### config.mk
export PLATFORM = sky130hd
export DESIGN_NAME = phy_mgmt_regs
export DESIGN_NICKNAME = d
export VERILOG_FILES = /design/src/phy_mgmt_pkg.sv /design/src/phy_mgmt_regs.sv /design/src/pin_sync.sv
export VERILOG_INCLUDE_DIRS = /design/src
export SDC_FILE = /design/constraint.sdc
export NUM_CORES = 1
export LEC_CHECK = 0
export BUFFER_PORTS_ARGS = -buffer_cell sky130_fd_sc_hd__buf_2
export CAP_MARGIN = 25
export CELL_PAD_IN_SITES_DETAIL_PLACEMENT = 1
export CELL_PAD_IN_SITES_GLOBAL_PLACEMENT = 1
export CORE_UTILIZATION = 45
export DETAILED_ROUTE_END_ITERATION = 7
export MAX_ROUTING_LAYER = met4
export PLACE_DENSITY = 0.94
export SLEW_MARGIN = 20
export SYNTH_ARGS = -nofsm -noshare
export SYNTH_HDL_FRONTEND = slang
export SYNTH_SLANG_ARGS = --single-unit
### constraint.sdc
create_clock -name clk -period 10.4 [get_ports clk]
set_input_delay 2.08 -clock clk [delete_from_list [all_inputs] [get_ports clk]]
set_output_delay 2.08 -clock clk [all_outputs]
set_load 0.01 [all_outputs]
### src/phy_mgmt_params.svh
// constants for the phy base management register set
`ifndef PHY_MGMT_PARAMS_SVH
`define PHY_MGMT_PARAMS_SVH

// ------------------------------------------------------------
// register addresses
// ------------------------------------------------------------
`define REG_CONTROL      5'h00
`define REG_STATUS       5'h01
`define REG_ID_HIGH      5'h02
`define REG_ID_LOW       5'h03
`define REG_ADVERTISE    5'h04
`define REG_PARTNER_BASE 5'h05
`define REG_EXPANSION    5'h06
`define REG_NEXT_PAGE_TX 5'h07
`define REG_PARTNER_NP   5'h08

// ------------------------------------------------------------
// control field positions and masks
// ------------------------------------------------------------
`define CTL_RESET        15
`define CTL_LOOPBACK     14
`define CTL_SPEED_LSB    13
`define CTL_AN_ENABLE    12
`define CTL_POWER_DOWN   11
`define CTL_ISOLATE      10
`define CTL_AN_RESTART   9
`define CTL_DUPLEX       8
`define CTL_COLL_TEST    7
`define CTL_SPEED_MSB    6
`define CTL_STORE_MASK   16'h7dc0

// ------------------------------------------------------------
// status field positions and fixed ability bits
// ------------------------------------------------------------
`define STS_FIXED        16'h7809
`define STS_AN_DONE      5
`define STS_REMOTE_FAULT 4
`define STS_LINK         2
`define STS_JABBER       1

// ------------------------------------------------------------
// reset values and write masks
// ------------------------------------------------------------
`define ADV_RESET        16'h01e1
`define ADV_WRITE_MASK   16'hbfff
`define NEXT_PAGE_RESET  16'h0000

// ------------------------------------------------------------
// frame layout and start-up timing
// ------------------------------------------------------------
`define PREAMBLE_BITS    6'd32
`define HEADER_LAST      6'd13
`define DATA_LAST        6'd15
`define DATA_DONE        6'd16
`define START_CODE       2'b01
`define OP_READ          2'b10
`define OP_WRITE         2'b01
`define STRAP_CAPTURE    2'd2
`define STRAP_READY      2'd3

`endif

### src/phy_mgmt_pkg.sv
// types shared by the phy management register set
package phy_mgmt_pkg;

    typedef enum logic [2:0] {
        ST_PREAMBLE = 3'b000,
        ST_HEADER   = 3'b001,
        ST_RD_TA    = 3'b010,
        ST_RD_DATA  = 3'b011,
        ST_WR_TA    = 3'b100,
        ST_WR_DATA  = 3'b101
    } frame_state_t;

    typedef struct packed {
        logic speed;
        logic an_enable;
        logic duplex;
    } strap_t;

    typedef struct packed {
        logic       mdc;
        logic       mdio;
        logic [4:0] phy_addr;
        strap_t     strap;
    } pin_in_t;

    typedef struct packed {
        pin_in_t stage1;
        pin_in_t stage2;
    } sync_state_t;

    typedef struct packed {
        logic link_up;
        logic remote_fault;
        logic jabber;
        logic an_done;
    } line_status_t;

    typedef struct packed {
        logic [15:0] base;
        logic [15:0] expansion;
        logic [15:0] next_page;
    } partner_regs_t;

    typedef struct packed {
        logic loopback;
        logic speed_100;
        logic an_enable;
        logic power_down;
        logic isolate;
        logic full_duplex;
        logic collision_test;
    } phy_ctrl_t;

    typedef struct packed {
        frame_state_t fsm;
        logic [5:0]   cnt;
        logic [15:0]  shift;
        logic [4:0]   reg_addr;
        logic         mdc_prev;
        logic         mdio_out;
        logic         mdio_oe_n;
        logic [15:0]  control;
        logic [15:0]  advertise;
        logic [15:0]  next_page;
        logic         lh_remote_fault;
        logic         lh_jabber;
        logic         ll_link;
        logic         an_restart;
        logic         soft_reset;
        logic [1:0]   init_cnt;
        strap_t       strap;
        logic [4:0]   phy_addr;
        phy_ctrl_t    ctrl;
    } mgmt_state_t;

endpackage : phy_mgmt_pkg

### src/phy_mgmt_regs.sv
// base management registers behind the serial management pins
// Function
// - all base registers sixteen bits, whole word
// - addresses 0 to 8 live, 9 to 15 absent
// - speed, autoneg, duplex defaults from straps
// - isolate bit disconnects from media interface
// - writing one restarts auto-negotiation
// - status bits 14 to 11 read one
// - status bits 15, 10, 9 read zero
// - status bit 8 reads zero
// - no preamble suppression; full preamble needed
// - status bit 5 shows negotiation complete
// - remote fault latches high until read
// - status bit 3 reads one
// - jabber latches high until read
// - status bit 0 reads one
// - first identifier register read-only
`timescale 1ns/1ns
`include "phy_mgmt_params.svh"
module phy_mgmt_regs
    import phy_mgmt_pkg::*;
#(
    parameter logic [15:0] ID_HIGH = 16'h5a5a, // arbitrary identifier
    parameter logic [15:0] ID_LOW  = 16'ha5a0  // arbitrary identifier
)
(
    input  wire logic          clk,         // core clock, 250 MHz
    input  wire logic          rst,         // async reset, active high
    input  wire logic          mdc,         // management clock pin
    input  wire logic          mdio_in,     // management data pin level
    output logic               mdio_out,    // management data drive
    output logic               mdio_oe_n,   // low while driving mdio
    input  wire logic [4:0]    phy_addr,    // address strap pins
    input  wire strap_t        strap,       // default strap pins
    input  wire line_status_t  line_status, // live line conditions
    input  wire partner_regs_t partner,     // negotiation results
    output phy_ctrl_t          ctrl,        // control settings
    output logic [15:0]        advertise,   // advertised abilities
    output logic [15:0]        next_page,   // next page to transmit
    output logic               an_restart,  // one-cycle restart pulse
    output logic               soft_reset   // one-cycle reset pulse
);

    // ------------------------------------------------------------
    // pin synchronisation
    // ------------------------------------------------------------
    pin_in_t     pins_raw;
    pin_in_t     pins;
    mgmt_state_t state_reg;
    mgmt_state_t state_next;
    logic        mdc_rise;
    logic [13:0] header;
    logic [15:0] write_word;
    logic [15:0] read_word;
    logic [15:0] status_word;

    // collect pins into one bundle for the synchroniser
    always_comb begin
        pins_raw.mdc      = mdc;
        pins_raw.mdio     = mdio_in;
        pins_raw.phy_addr = phy_addr;
        pins_raw.strap    = strap;
    end

    pin_sync i_pin_sync (
        .clk       (clk),
        .rst       (rst),
        .pins      (pins_raw),
        .pins_sync (pins)
    );

    // ------------------------------------------------------------
    // frame fields and status word
    // ------------------------------------------------------------

    // management clock edge seen through the synchroniser
    assign mdc_rise   = pins.mdc & ~state_reg.mdc_prev;
    assign header     = {state_reg.shift[12:0], pins.mdio};
    assign write_word = {state_reg.shift[14:0], pins.mdio};

    // status word: fixed abilities plus live and latched bits
    always_comb begin
        status_word = `STS_FIXED;
        // bits 15, 10, 9, 8, 7 and 6 stay zero
        // bits 3 and 0 come from the fixed pattern
        status_word[`STS_AN_DONE]      = line_status.an_done;
        status_word[`STS_REMOTE_FAULT] = state_reg.lh_remote_fault;
        status_word[`STS_LINK]         = state_reg.ll_link;
        status_word[`STS_JABBER]       = state_reg.lh_jabber;
    end

    // ------------------------------------------------------------
    // read multiplexer
    // ------------------------------------------------------------

    // unimplemented addresses read as zero
    always_comb begin
        case (state_reg.reg_addr)
            `REG_CONTROL: begin
                read_word = state_reg.control;      // self-clear bits read 0
            end
            `REG_STATUS: begin
                read_word = status_word;
            end
            `REG_ID_HIGH: begin
                read_word = ID_HIGH;
            end
            `REG_ID_LOW: begin
                read_word = ID_LOW;
            end
            `REG_ADVERTISE: begin
                read_word = state_reg.advertise;
            end
            `REG_PARTNER_BASE: begin
                read_word = partner.base;
            end
            `REG_EXPANSION: begin
                read_word = partner.expansion;
            end
            `REG_NEXT_PAGE_TX: begin
                read_word = state_reg.next_page;
            end
            `REG_PARTNER_NP: begin
                read_word = partner.next_page;
            end
            default: begin
                read_word = 16'h0000;
            end
        endcase
    end

    // ------------------------------------------------------------
    // next state: straps, latches, frame engine, register writes
    // ------------------------------------------------------------
    always_comb begin
        state_next            = state_reg;
        state_next.an_restart = 1'b0;
        state_next.soft_reset = 1'b0;
        state_next.mdc_prev   = pins.mdc;

        // sticky events; the set is applied every cycle, but a soft reset clear in the same cycle overrides it
        if (line_status.remote_fault) begin
            state_next.lh_remote_fault = 1'b1;
        end
        if (line_status.jabber) begin
            state_next.lh_jabber = 1'b1;
        end
        if (!line_status.link_up) begin
            state_next.ll_link = 1'b0;
        end

        // capture straps once the synchroniser holds valid levels
        if (state_reg.init_cnt != `STRAP_READY) begin
            state_next.init_cnt = state_reg.init_cnt + 2'd1;
            if (state_reg.init_cnt == `STRAP_CAPTURE) begin
                state_next.strap    = pins.strap;
                state_next.phy_addr = pins.phy_addr;
                state_next.control  = 16'h0000;
                state_next.control[`CTL_SPEED_LSB] = pins.strap.speed;
                state_next.control[`CTL_AN_ENABLE] = pins.strap.an_enable;
                state_next.control[`CTL_DUPLEX]    = pins.strap.duplex;
            end
        end else if (mdc_rise) begin
            case (state_reg.fsm)
                // count ones; a zero after a full preamble starts a frame
                ST_PREAMBLE: begin
                    if (pins.mdio) begin
                        if (state_reg.cnt != `PREAMBLE_BITS) begin
                            state_next.cnt = state_reg.cnt + 6'd1;
                        end
                    end else if (state_reg.cnt == `PREAMBLE_BITS) begin
                        state_next.fsm   = ST_HEADER;
                        state_next.cnt   = 6'd1;
                        state_next.shift = 16'h0000;
                    end else begin
                        state_next.cnt = 6'd0;
                    end
                end
                // start code, opcode, phy address, register address
                ST_HEADER: begin
                    state_next.shift = {state_reg.shift[14:0], pins.mdio};
                    state_next.cnt   = state_reg.cnt + 6'd1;
                    if (state_reg.cnt == `HEADER_LAST) begin
                        state_next.cnt      = 6'd0;
                        state_next.reg_addr = header[4:0];
                        state_next.fsm      = ST_PREAMBLE;
                        if (header[13:12] == `START_CODE &&
                            header[9:5] == state_reg.phy_addr) begin
                            if (header[11:10] == `OP_READ) begin
                                state_next.fsm = ST_RD_TA;
                            end else if (header[11:10] == `OP_WRITE) begin
                                state_next.fsm = ST_WR_TA;
                            end
                        end
                    end
                end
                // drive the second turnaround bit low, load read data
                ST_RD_TA: begin
                    state_next.mdio_out  = 1'b0;
                    state_next.mdio_oe_n = 1'b0;
                    state_next.shift     = read_word;
                    state_next.cnt       = 6'd0;
                    state_next.fsm       = ST_RD_DATA;
                    // read clears latches to the present condition
                    if (state_reg.reg_addr == `REG_STATUS) begin
                        state_next.lh_remote_fault =
                            line_status.remote_fault;
                        state_next.lh_jabber = line_status.jabber;
                        state_next.ll_link   = line_status.link_up;
                    end
                end
                // shift sixteen bits out, msb first, then release
                ST_RD_DATA: begin
                    state_next.cnt = state_reg.cnt + 6'd1;
                    if (state_reg.cnt == `DATA_DONE) begin
                        state_next.mdio_out  = 1'b1;
                        state_next.mdio_oe_n = 1'b1;
                        state_next.cnt       = 6'd0;
                        state_next.fsm       = ST_PREAMBLE;
                    end else begin
                        state_next.mdio_out = state_reg.shift[15];
                        state_next.shift    = {state_reg.shift[14:0], 1'b0};
                    end
                end
                // skip the two turnaround bits of a write
                ST_WR_TA: begin
                    state_next.cnt = state_reg.cnt + 6'd1;
                    if (state_reg.cnt == 6'd1) begin
                        state_next.cnt = 6'd0;
                        state_next.fsm = ST_WR_DATA;
                    end
                end
                // collect the data word and commit it whole
                ST_WR_DATA: begin
                    state_next.shift = write_word;
                    state_next.cnt   = state_reg.cnt + 6'd1;
                    if (state_reg.cnt == `DATA_LAST) begin
                        state_next.cnt = 6'd0;
                        state_next.fsm = ST_PREAMBLE;
                        case (state_reg.reg_addr)
                            `REG_CONTROL: begin
                                if (write_word[`CTL_RESET]) begin
                                    // soft reset reloads every default
                                    state_next.soft_reset = 1'b1;
                                    state_next.control    = 16'h0000;
                                    state_next.control[`CTL_SPEED_LSB] =
                                        state_reg.strap.speed;
                                    state_next.control[`CTL_AN_ENABLE] =
                                        state_reg.strap.an_enable;
                                    state_next.control[`CTL_DUPLEX] =
                                        state_reg.strap.duplex;
                                    state_next.advertise = `ADV_RESET;
                                    state_next.next_page = `NEXT_PAGE_RESET;
                                    state_next.lh_remote_fault = 1'b0;
                                    state_next.lh_jabber       = 1'b0;
                                    state_next.ll_link         = 1'b0;
                                end else begin
                                    state_next.control =
                                        write_word & `CTL_STORE_MASK;
                                    state_next.an_restart =
                                        write_word[`CTL_AN_RESTART];
                                end
                            end
                            `REG_ADVERTISE: begin
                                state_next.advertise =
                                    write_word & `ADV_WRITE_MASK;
                            end
                            `REG_NEXT_PAGE_TX: begin
                                state_next.next_page = write_word;
                            end
                            default: begin
                                // read-only and absent registers ignore
                                state_next.next_page = state_reg.next_page;
                            end
                        endcase
                    end
                end
                default: begin
                    state_next.fsm = ST_PREAMBLE;
                    state_next.cnt = 6'd0;
                end
            endcase
        end

        // decoded control outputs follow the stored control word
        state_next.ctrl.loopback =
            state_next.control[`CTL_LOOPBACK];
        state_next.ctrl.speed_100 =
            state_next.control[`CTL_SPEED_LSB] &
            ~state_next.control[`CTL_SPEED_MSB];
        state_next.ctrl.an_enable =
            state_next.control[`CTL_AN_ENABLE];
        state_next.ctrl.power_down =
            state_next.control[`CTL_POWER_DOWN];
        state_next.ctrl.isolate =
            state_next.control[`CTL_ISOLATE];
        state_next.ctrl.full_duplex =
            state_next.control[`CTL_DUPLEX];
        state_next.ctrl.collision_test =
            state_next.control[`CTL_COLL_TEST];
    end

    // ------------------------------------------------------------
    // state register
    // ------------------------------------------------------------

    // reset puts the pin released and all registers at rest
    always_ff @(posedge clk or posedge rst) begin
        if (rst) begin
            state_reg           <= '0;
            state_reg.fsm       <= ST_PREAMBLE;
            state_reg.mdio_out  <= 1'b1;
            state_reg.mdio_oe_n <= 1'b1;
            state_reg.advertise <= `ADV_RESET;
            state_reg.next_page <= `NEXT_PAGE_RESET;
        end else begin
            state_reg <= state_next;
        end
    end

    // ------------------------------------------------------------
    // outputs straight from the state register
    // ------------------------------------------------------------
    assign mdio_out   = state_reg.mdio_out;
    assign mdio_oe_n  = state_reg.mdio_oe_n;
    assign ctrl       = state_reg.ctrl;
    assign advertise  = state_reg.advertise;
    assign next_page  = state_reg.next_page;
    assign an_restart = state_reg.an_restart;
    assign soft_reset = state_reg.soft_reset;

endmodule : phy_mgmt_regs

### src/pin_sync.sv
// two-stage synchroniser for all pins from outside the clock domain
`timescale 1ns/1ns
module pin_sync
    import phy_mgmt_pkg::*;
(
    input  wire logic    clk,      // core clock
    input  wire logic    rst,      // async reset, active high
    input  wire pin_in_t pins,     // raw pin levels
    output pin_in_t      pins_sync // pin levels after two flops
);

    sync_state_t state_reg;
    sync_state_t state_next;

    // first stage feeds only the second stage
    always_comb begin
        state_next        = state_reg;
        state_next.stage1 = pins;
        state_next.stage2 = state_reg.stage1;
    end

    // register both stages
    always_ff @(posedge clk or posedge rst) begin
        if (rst) begin
            state_reg <= '0;
        end else begin
            state_reg <= state_next;
        end
    end

    assign pins_sync = state_reg.stage2;

endmodule : pin_sync

* Word-level counts from Yosys, hierarchy flattened *
Index checks and enable logic that the tools add are counted.

storage, ports and cells
  word-level logic and storage cells = 145
  input port bits = 64
  register bits = 123
  output and inout port bits = 43

cells by class
  bitwise operators = 5
  multiplexer cells = 41
  reduce and logical (&&, ||, !) cells = 22
  equality and inequality tests = 35
  $add $sub $neg = 2

operator list
  cell                                                              count
  16-bit one-hot mux with 9 select lines                            1
  53-bit 2-to-1 mux                                                 2
  16-bit 2-to-1 mux                                                 6
  16-bit one-hot mux with 2 select lines                            2
  16-bit one-hot mux with 4 select lines                            1
  9-bit one-hot mux with 6 select lines                             1
  48-bit 2-to-1 mux                                                 1
  9-bit 2-to-1 mux                                                  4
  35-bit 2-to-1 mux                                                 1
  5-bit by 3-bit == test with 1-bit output (second input constant)  4
  3-bit 2-to-1 mux                                                  6
  2-bit != test (second input constant)                             9
  6-bit AND reduction                                               3
  15-bit 2-to-1 mux                                                 1
  2-bit nonzero test                                                7
  6-bit by 4-bit == test with 1-bit output (second input constant)  2
  6-bit 2-to-1 mux                                                  2
  5-bit by 2-bit == test with 1-bit output (second input constant)  2
  5-bit 2-to-1 mux                                                  2
  1-bit 2-to-1 mux                                                  8
  4-bit AND reduction                                               2
  8-bit AND reduction                                               1
  6-bit by 1-bit adder with 6-bit output (second input constant)    1
  3-bit by 2-bit == test with 1-bit output (second input constant)  2
  27 further kinds                                                  34

* Logic depth before layout (Yosys ltp) *
  depth in word-level cells = 9
  gate-level depth with buffers = 8
  depth with buffers taken out = 7

* Cells and area by module *
Synthesis repeated with hierarchy kept, for this count alone.

unflattened totals
  cell total of the unflattened synthesis = 581
  area, all modules = 5,826.8 µm²

modules (own cells, without submodules)
  module         seq. area each (µm²)  area an instance (µm²)  times used  cells an instance
  phy_mgmt_regs  2,210.9               5,322.6                 1           560
  pin_sync       500.5                 504.2                   1           21

* Worst setup path before layout *
OpenSTA, ideal clock, no wires.

  path type = in2reg
  from = in partner[45] (netlist name)
  to = reg state_reg[91] (netlist name)
  cell stages on the path = 5
  path slack = 7,096 ps
  required time = 10,275 ps
  data arrival time = 3,180 ps
  cell sequence = mux4_2 -> and2_1 -> a221oi_1 -> o21ai_0 -> mux2_2

between the ends
  cells in the longest elaborated chain, start to end = 2

ends and longest elaborated chain
  what                                    line                  RTL
  start, declared                         phy_mgmt_regs.sv:36   input wire partner_regs_t partner,
  16-bit one-hot mux with 9 select lines  phy_mgmt_regs.sv:98   case (state_reg.reg_addr)
  16-bit one-hot mux with 4 select lines  phy_mgmt_regs.sv:164  case (state_reg.fsm)
  end signal, assigned                    phy_mgmt_regs.sv:317  state_reg <= state_next;
  end, declared                           phy_mgmt_regs.sv:49   mgmt_state_t state_reg;

Every way passes these cells.
A chain may end at the register's enable or synchronous reset.

* Worst setup path after layout *
Ends and elaborated chain as after synthesis.

==> results.ini <==
[floorplanning]
die_w_um = 116.6
start_util_pct = 46.47
rows = 41
die-area_um2 = 13600
io_pins = 107
core-area_um2 = 12720
dieHeight_um = 116.6

[global_routing]
grt_overflow_total = 0
first_global_vias = 5258
use_met3_pct = 4.411
grt_max_degree = 77
globalRouteTotalUtil_pct = 29.38
met2_usage_pct = 48.24
antenna_found_initial = 0
busiest_layer = met2
grt_pass1_wl_um = 28670
grt_use_met1_pct = 34.88

[setup_path]
endpoint_kind = flop
critPathRequiredTime_ns = 10.66
path_delay_family = multiplexers
slowest_delay_ns = 0.44
critPathLaunchType = input pin
critPathBufInv = 1
slowest_stage = mux4_2
path_class = in -> reg
crit_chain = buf_2 -> mux4_2 -> and2_1 -> a221oi_1 -> o21ai_0 -> mux2_2
cp.arrival_ns = 3.45
crit_fanout = 1

[sta]
fmax_mhz = 313.4
rsz0062_at_grt = false
slew_headroom_pct = 32.86
hold_viol = 0
worst_pin_slew_ns = 0.9979
tns_ns = 0
slew_viol_final = 0
finalCritPeriodShare_pct = 30.68
setup_viol = 0
finClkSkew_ns = 0.01341
final.min_clock_period_ns = 3.190

[place]
place.gp.congestion = 0.9181
dpl.hpwl_um = 13250
port_buffers = 105
dpl_cell_area_um2 = 6257

[clock_tree]
cts-buffers-inserted = 9
clk_latency_ns = 0.36
cts.repair.resized = 0
cts.clk_slew.worst_paths_ns = 0.08
hold_buffers = 0
h-tree-depth = 3
cts_buffer_depth = 2
cts_sinks = 108
cts_tree = built
cts_setup_buffers = 0
cts_root_buffer = clkbuf_16

[power]
p_seq_share_pct = 51.6
peakVddDrop_mv = 0.09797
power_mw = 0.8557
switching_share_pct = 24.16
p_sw_mw = 0.2067
power.internal_mw = 0.6490
power.density_nw_per_um2 = 129.8
p_comb_share_pct = 6.3
p_leak_nw = 2.933
clkPwrFrac_pct = 42.1

[logic_synthesis]
postSynthAreaPerCell_um2 = 9.903
syn_inst = 597
async_flop_share_pct = 100.0
syn-num-nets = 666
yosysUniqueCellTypes = 76
synth_top_family_by_area = compound AO/OA/AOI/OAI gates
synth_seq_cells = 108
syn-cell-area_um2 = 5912
synth_xor_area_share_pct = 0.8889
seq_area_frac_synth_pct = 45.86
synth.most_common_cell = dfrtp_1
synth-edff-count = 0
synthSimpleGateAreaFrac_pct = 16.23
yosys-top-cells-area = dfrtp_1, buf_4, mux2_2
synth_mux_area_share_pct = 6.815
synth_compound_area_share_pct = 19.68
synth-adder-area-share_pct = 1.058
synth_top_area_share_pct = 42.75
synth_commonest_cells = dfrtp_1, o21ai_0, buf_4
synth_ff_type = dfrtp_1
synth_top_area_cell = dfrtp_1
yosysWarnings = 0

[layout]
diodes = 0
area_growth_pct = 11.53
final_cell_area_um2 = 6594
nets = 716
drive_above_1_share_pct = 27.30
largest_reg_flops = 39

[drt]
viasPerCell = 6.199
drt_iter0_drc = 474
drc = 0
drtAntennaViolNets = 0
drt-pass1-iter-count = 5
wl_um = 18690
num_vias = 5108
wl_per_cell_um = 22.68

[outcome]
outcome = finished, final reports clean

[job]
cap_violations = 0

[hold_path]
min_path_type = reg -> reg

[cell usage in the layout, fill, tap and decap left out, types with 4 or more instances in the layout]
cell / Yosys / routed
a211oi_1: 6 / 6
a21oi_1: 30 / 30
a221oi_1: 6 / 6
a22o_1: 18 / 18
a22oi_1: 5 / 5
a31oi_1: 9 / 9
a32o_1: 5 / 5
and2_1: 5 / 5
and3_1: 7 / 7
buf_2: 15 / 105
buf_4: 39 / 9
clkbuf_16: 0 / 9
dfrtp_1: 101 / 101
dfstp_2: 7 / 7
ha_1: 5 / 5
inv_1: 23 / 22
mux2_2: 20 / 20
mux2i_1: 14 / 14
nand2_1: 32 / 32
nand2b_1: 7 / 7
nand3_1: 31 / 31
nand3b_1: 6 / 6
nand4_1: 4 / 4
nor2_1: 30 / 30
nor2b_1: 12 / 12
nor3_1: 11 / 11
nor3b_1: 4 / 4
nor4b_1: 4 / 4
o21ai_0: 42 / 42
o22a_1: 5 / 5
o31ai_1: 7 / 7
xor2_1: 5 / 5
[worst paths after layout]
path	startpoint	to	slack (ns)	cells after the start
max	partner[45]	state_reg[91]	7.21	6
min	i_pin_sync.state_next[9]	i_pin_sync.pins_sync[9]	0.35	0
max reg2reg	state_reg[75]	header[9]	7.52	5
max in group asynchronous	rst	advertise[0]	7.62	4
min in group asynchronous	rst	i_pin_sync.state_next[7]	1.71	2
min reg2reg	i_pin_sync.state_next[9]	i_pin_sync.pins_sync[9]	0.35	0
[kinds of logic (layout without fill, tap and decap cells)]
kind of cell	Yosys count	after routing
compound gates	166	166
xor+xnor	6	6
fa+ha+maj	5	5
buf+inv	100	155
flops	108	108
mux	36	36
other cells	1	1
simple gates	175	175
[power by group through the flow]
stage	Combinational, mW	Sequential (mW)	Clock, mW
finish	0.0535	0.442	0.360
CTS	0.0527	0.442	0.367
global placement	0.0503	0.449	0
floorplan	0.0364	0.442	0
detailed placement	0.0519	0.450	0
global route	0.0589	0.444	0.381
[area by class of cell]
cell class | count | area [µm²]
Clock buffer | 10 | 239.0
Clock inverter | 6 | 70.07
Fill cell | 1456 | 6128
Inverter | 24 | 92.59
Multi-Input combinational cell | 389 | 2645
Sequential cell | 108 | 2711
Tap cell | 172 | 215.2
Timing Repair Buffer | 115 | 620.6
[layer usage]
layer / up-vias / routed length [µm]
li1: 2240 / -
met1: 2529 / 7611
met2: 278 / 8991
met3: 61 / 1397
met4: 0 / 685
met5: - / 0
[through the flow]
step | util [%] | hold slack (ns) | std cells | setup slack (ns)
after floorplan | - | 0.3312 | 597 | 5.486
after global placement | 49.12 | 0.3346 | 806 | 6.929
after detailed placement | 49.18 | 0.3379 | 807 | 6.852
after CTS | 51.61 | 0.3547 | 823 | 7.238
after global routing | 51.83 | 0.3636 | 824 | 7.126
final | 51.83 | 0.3528 | 824 | 7.210
Note: power is estimated with default switching activity, not from simulation.
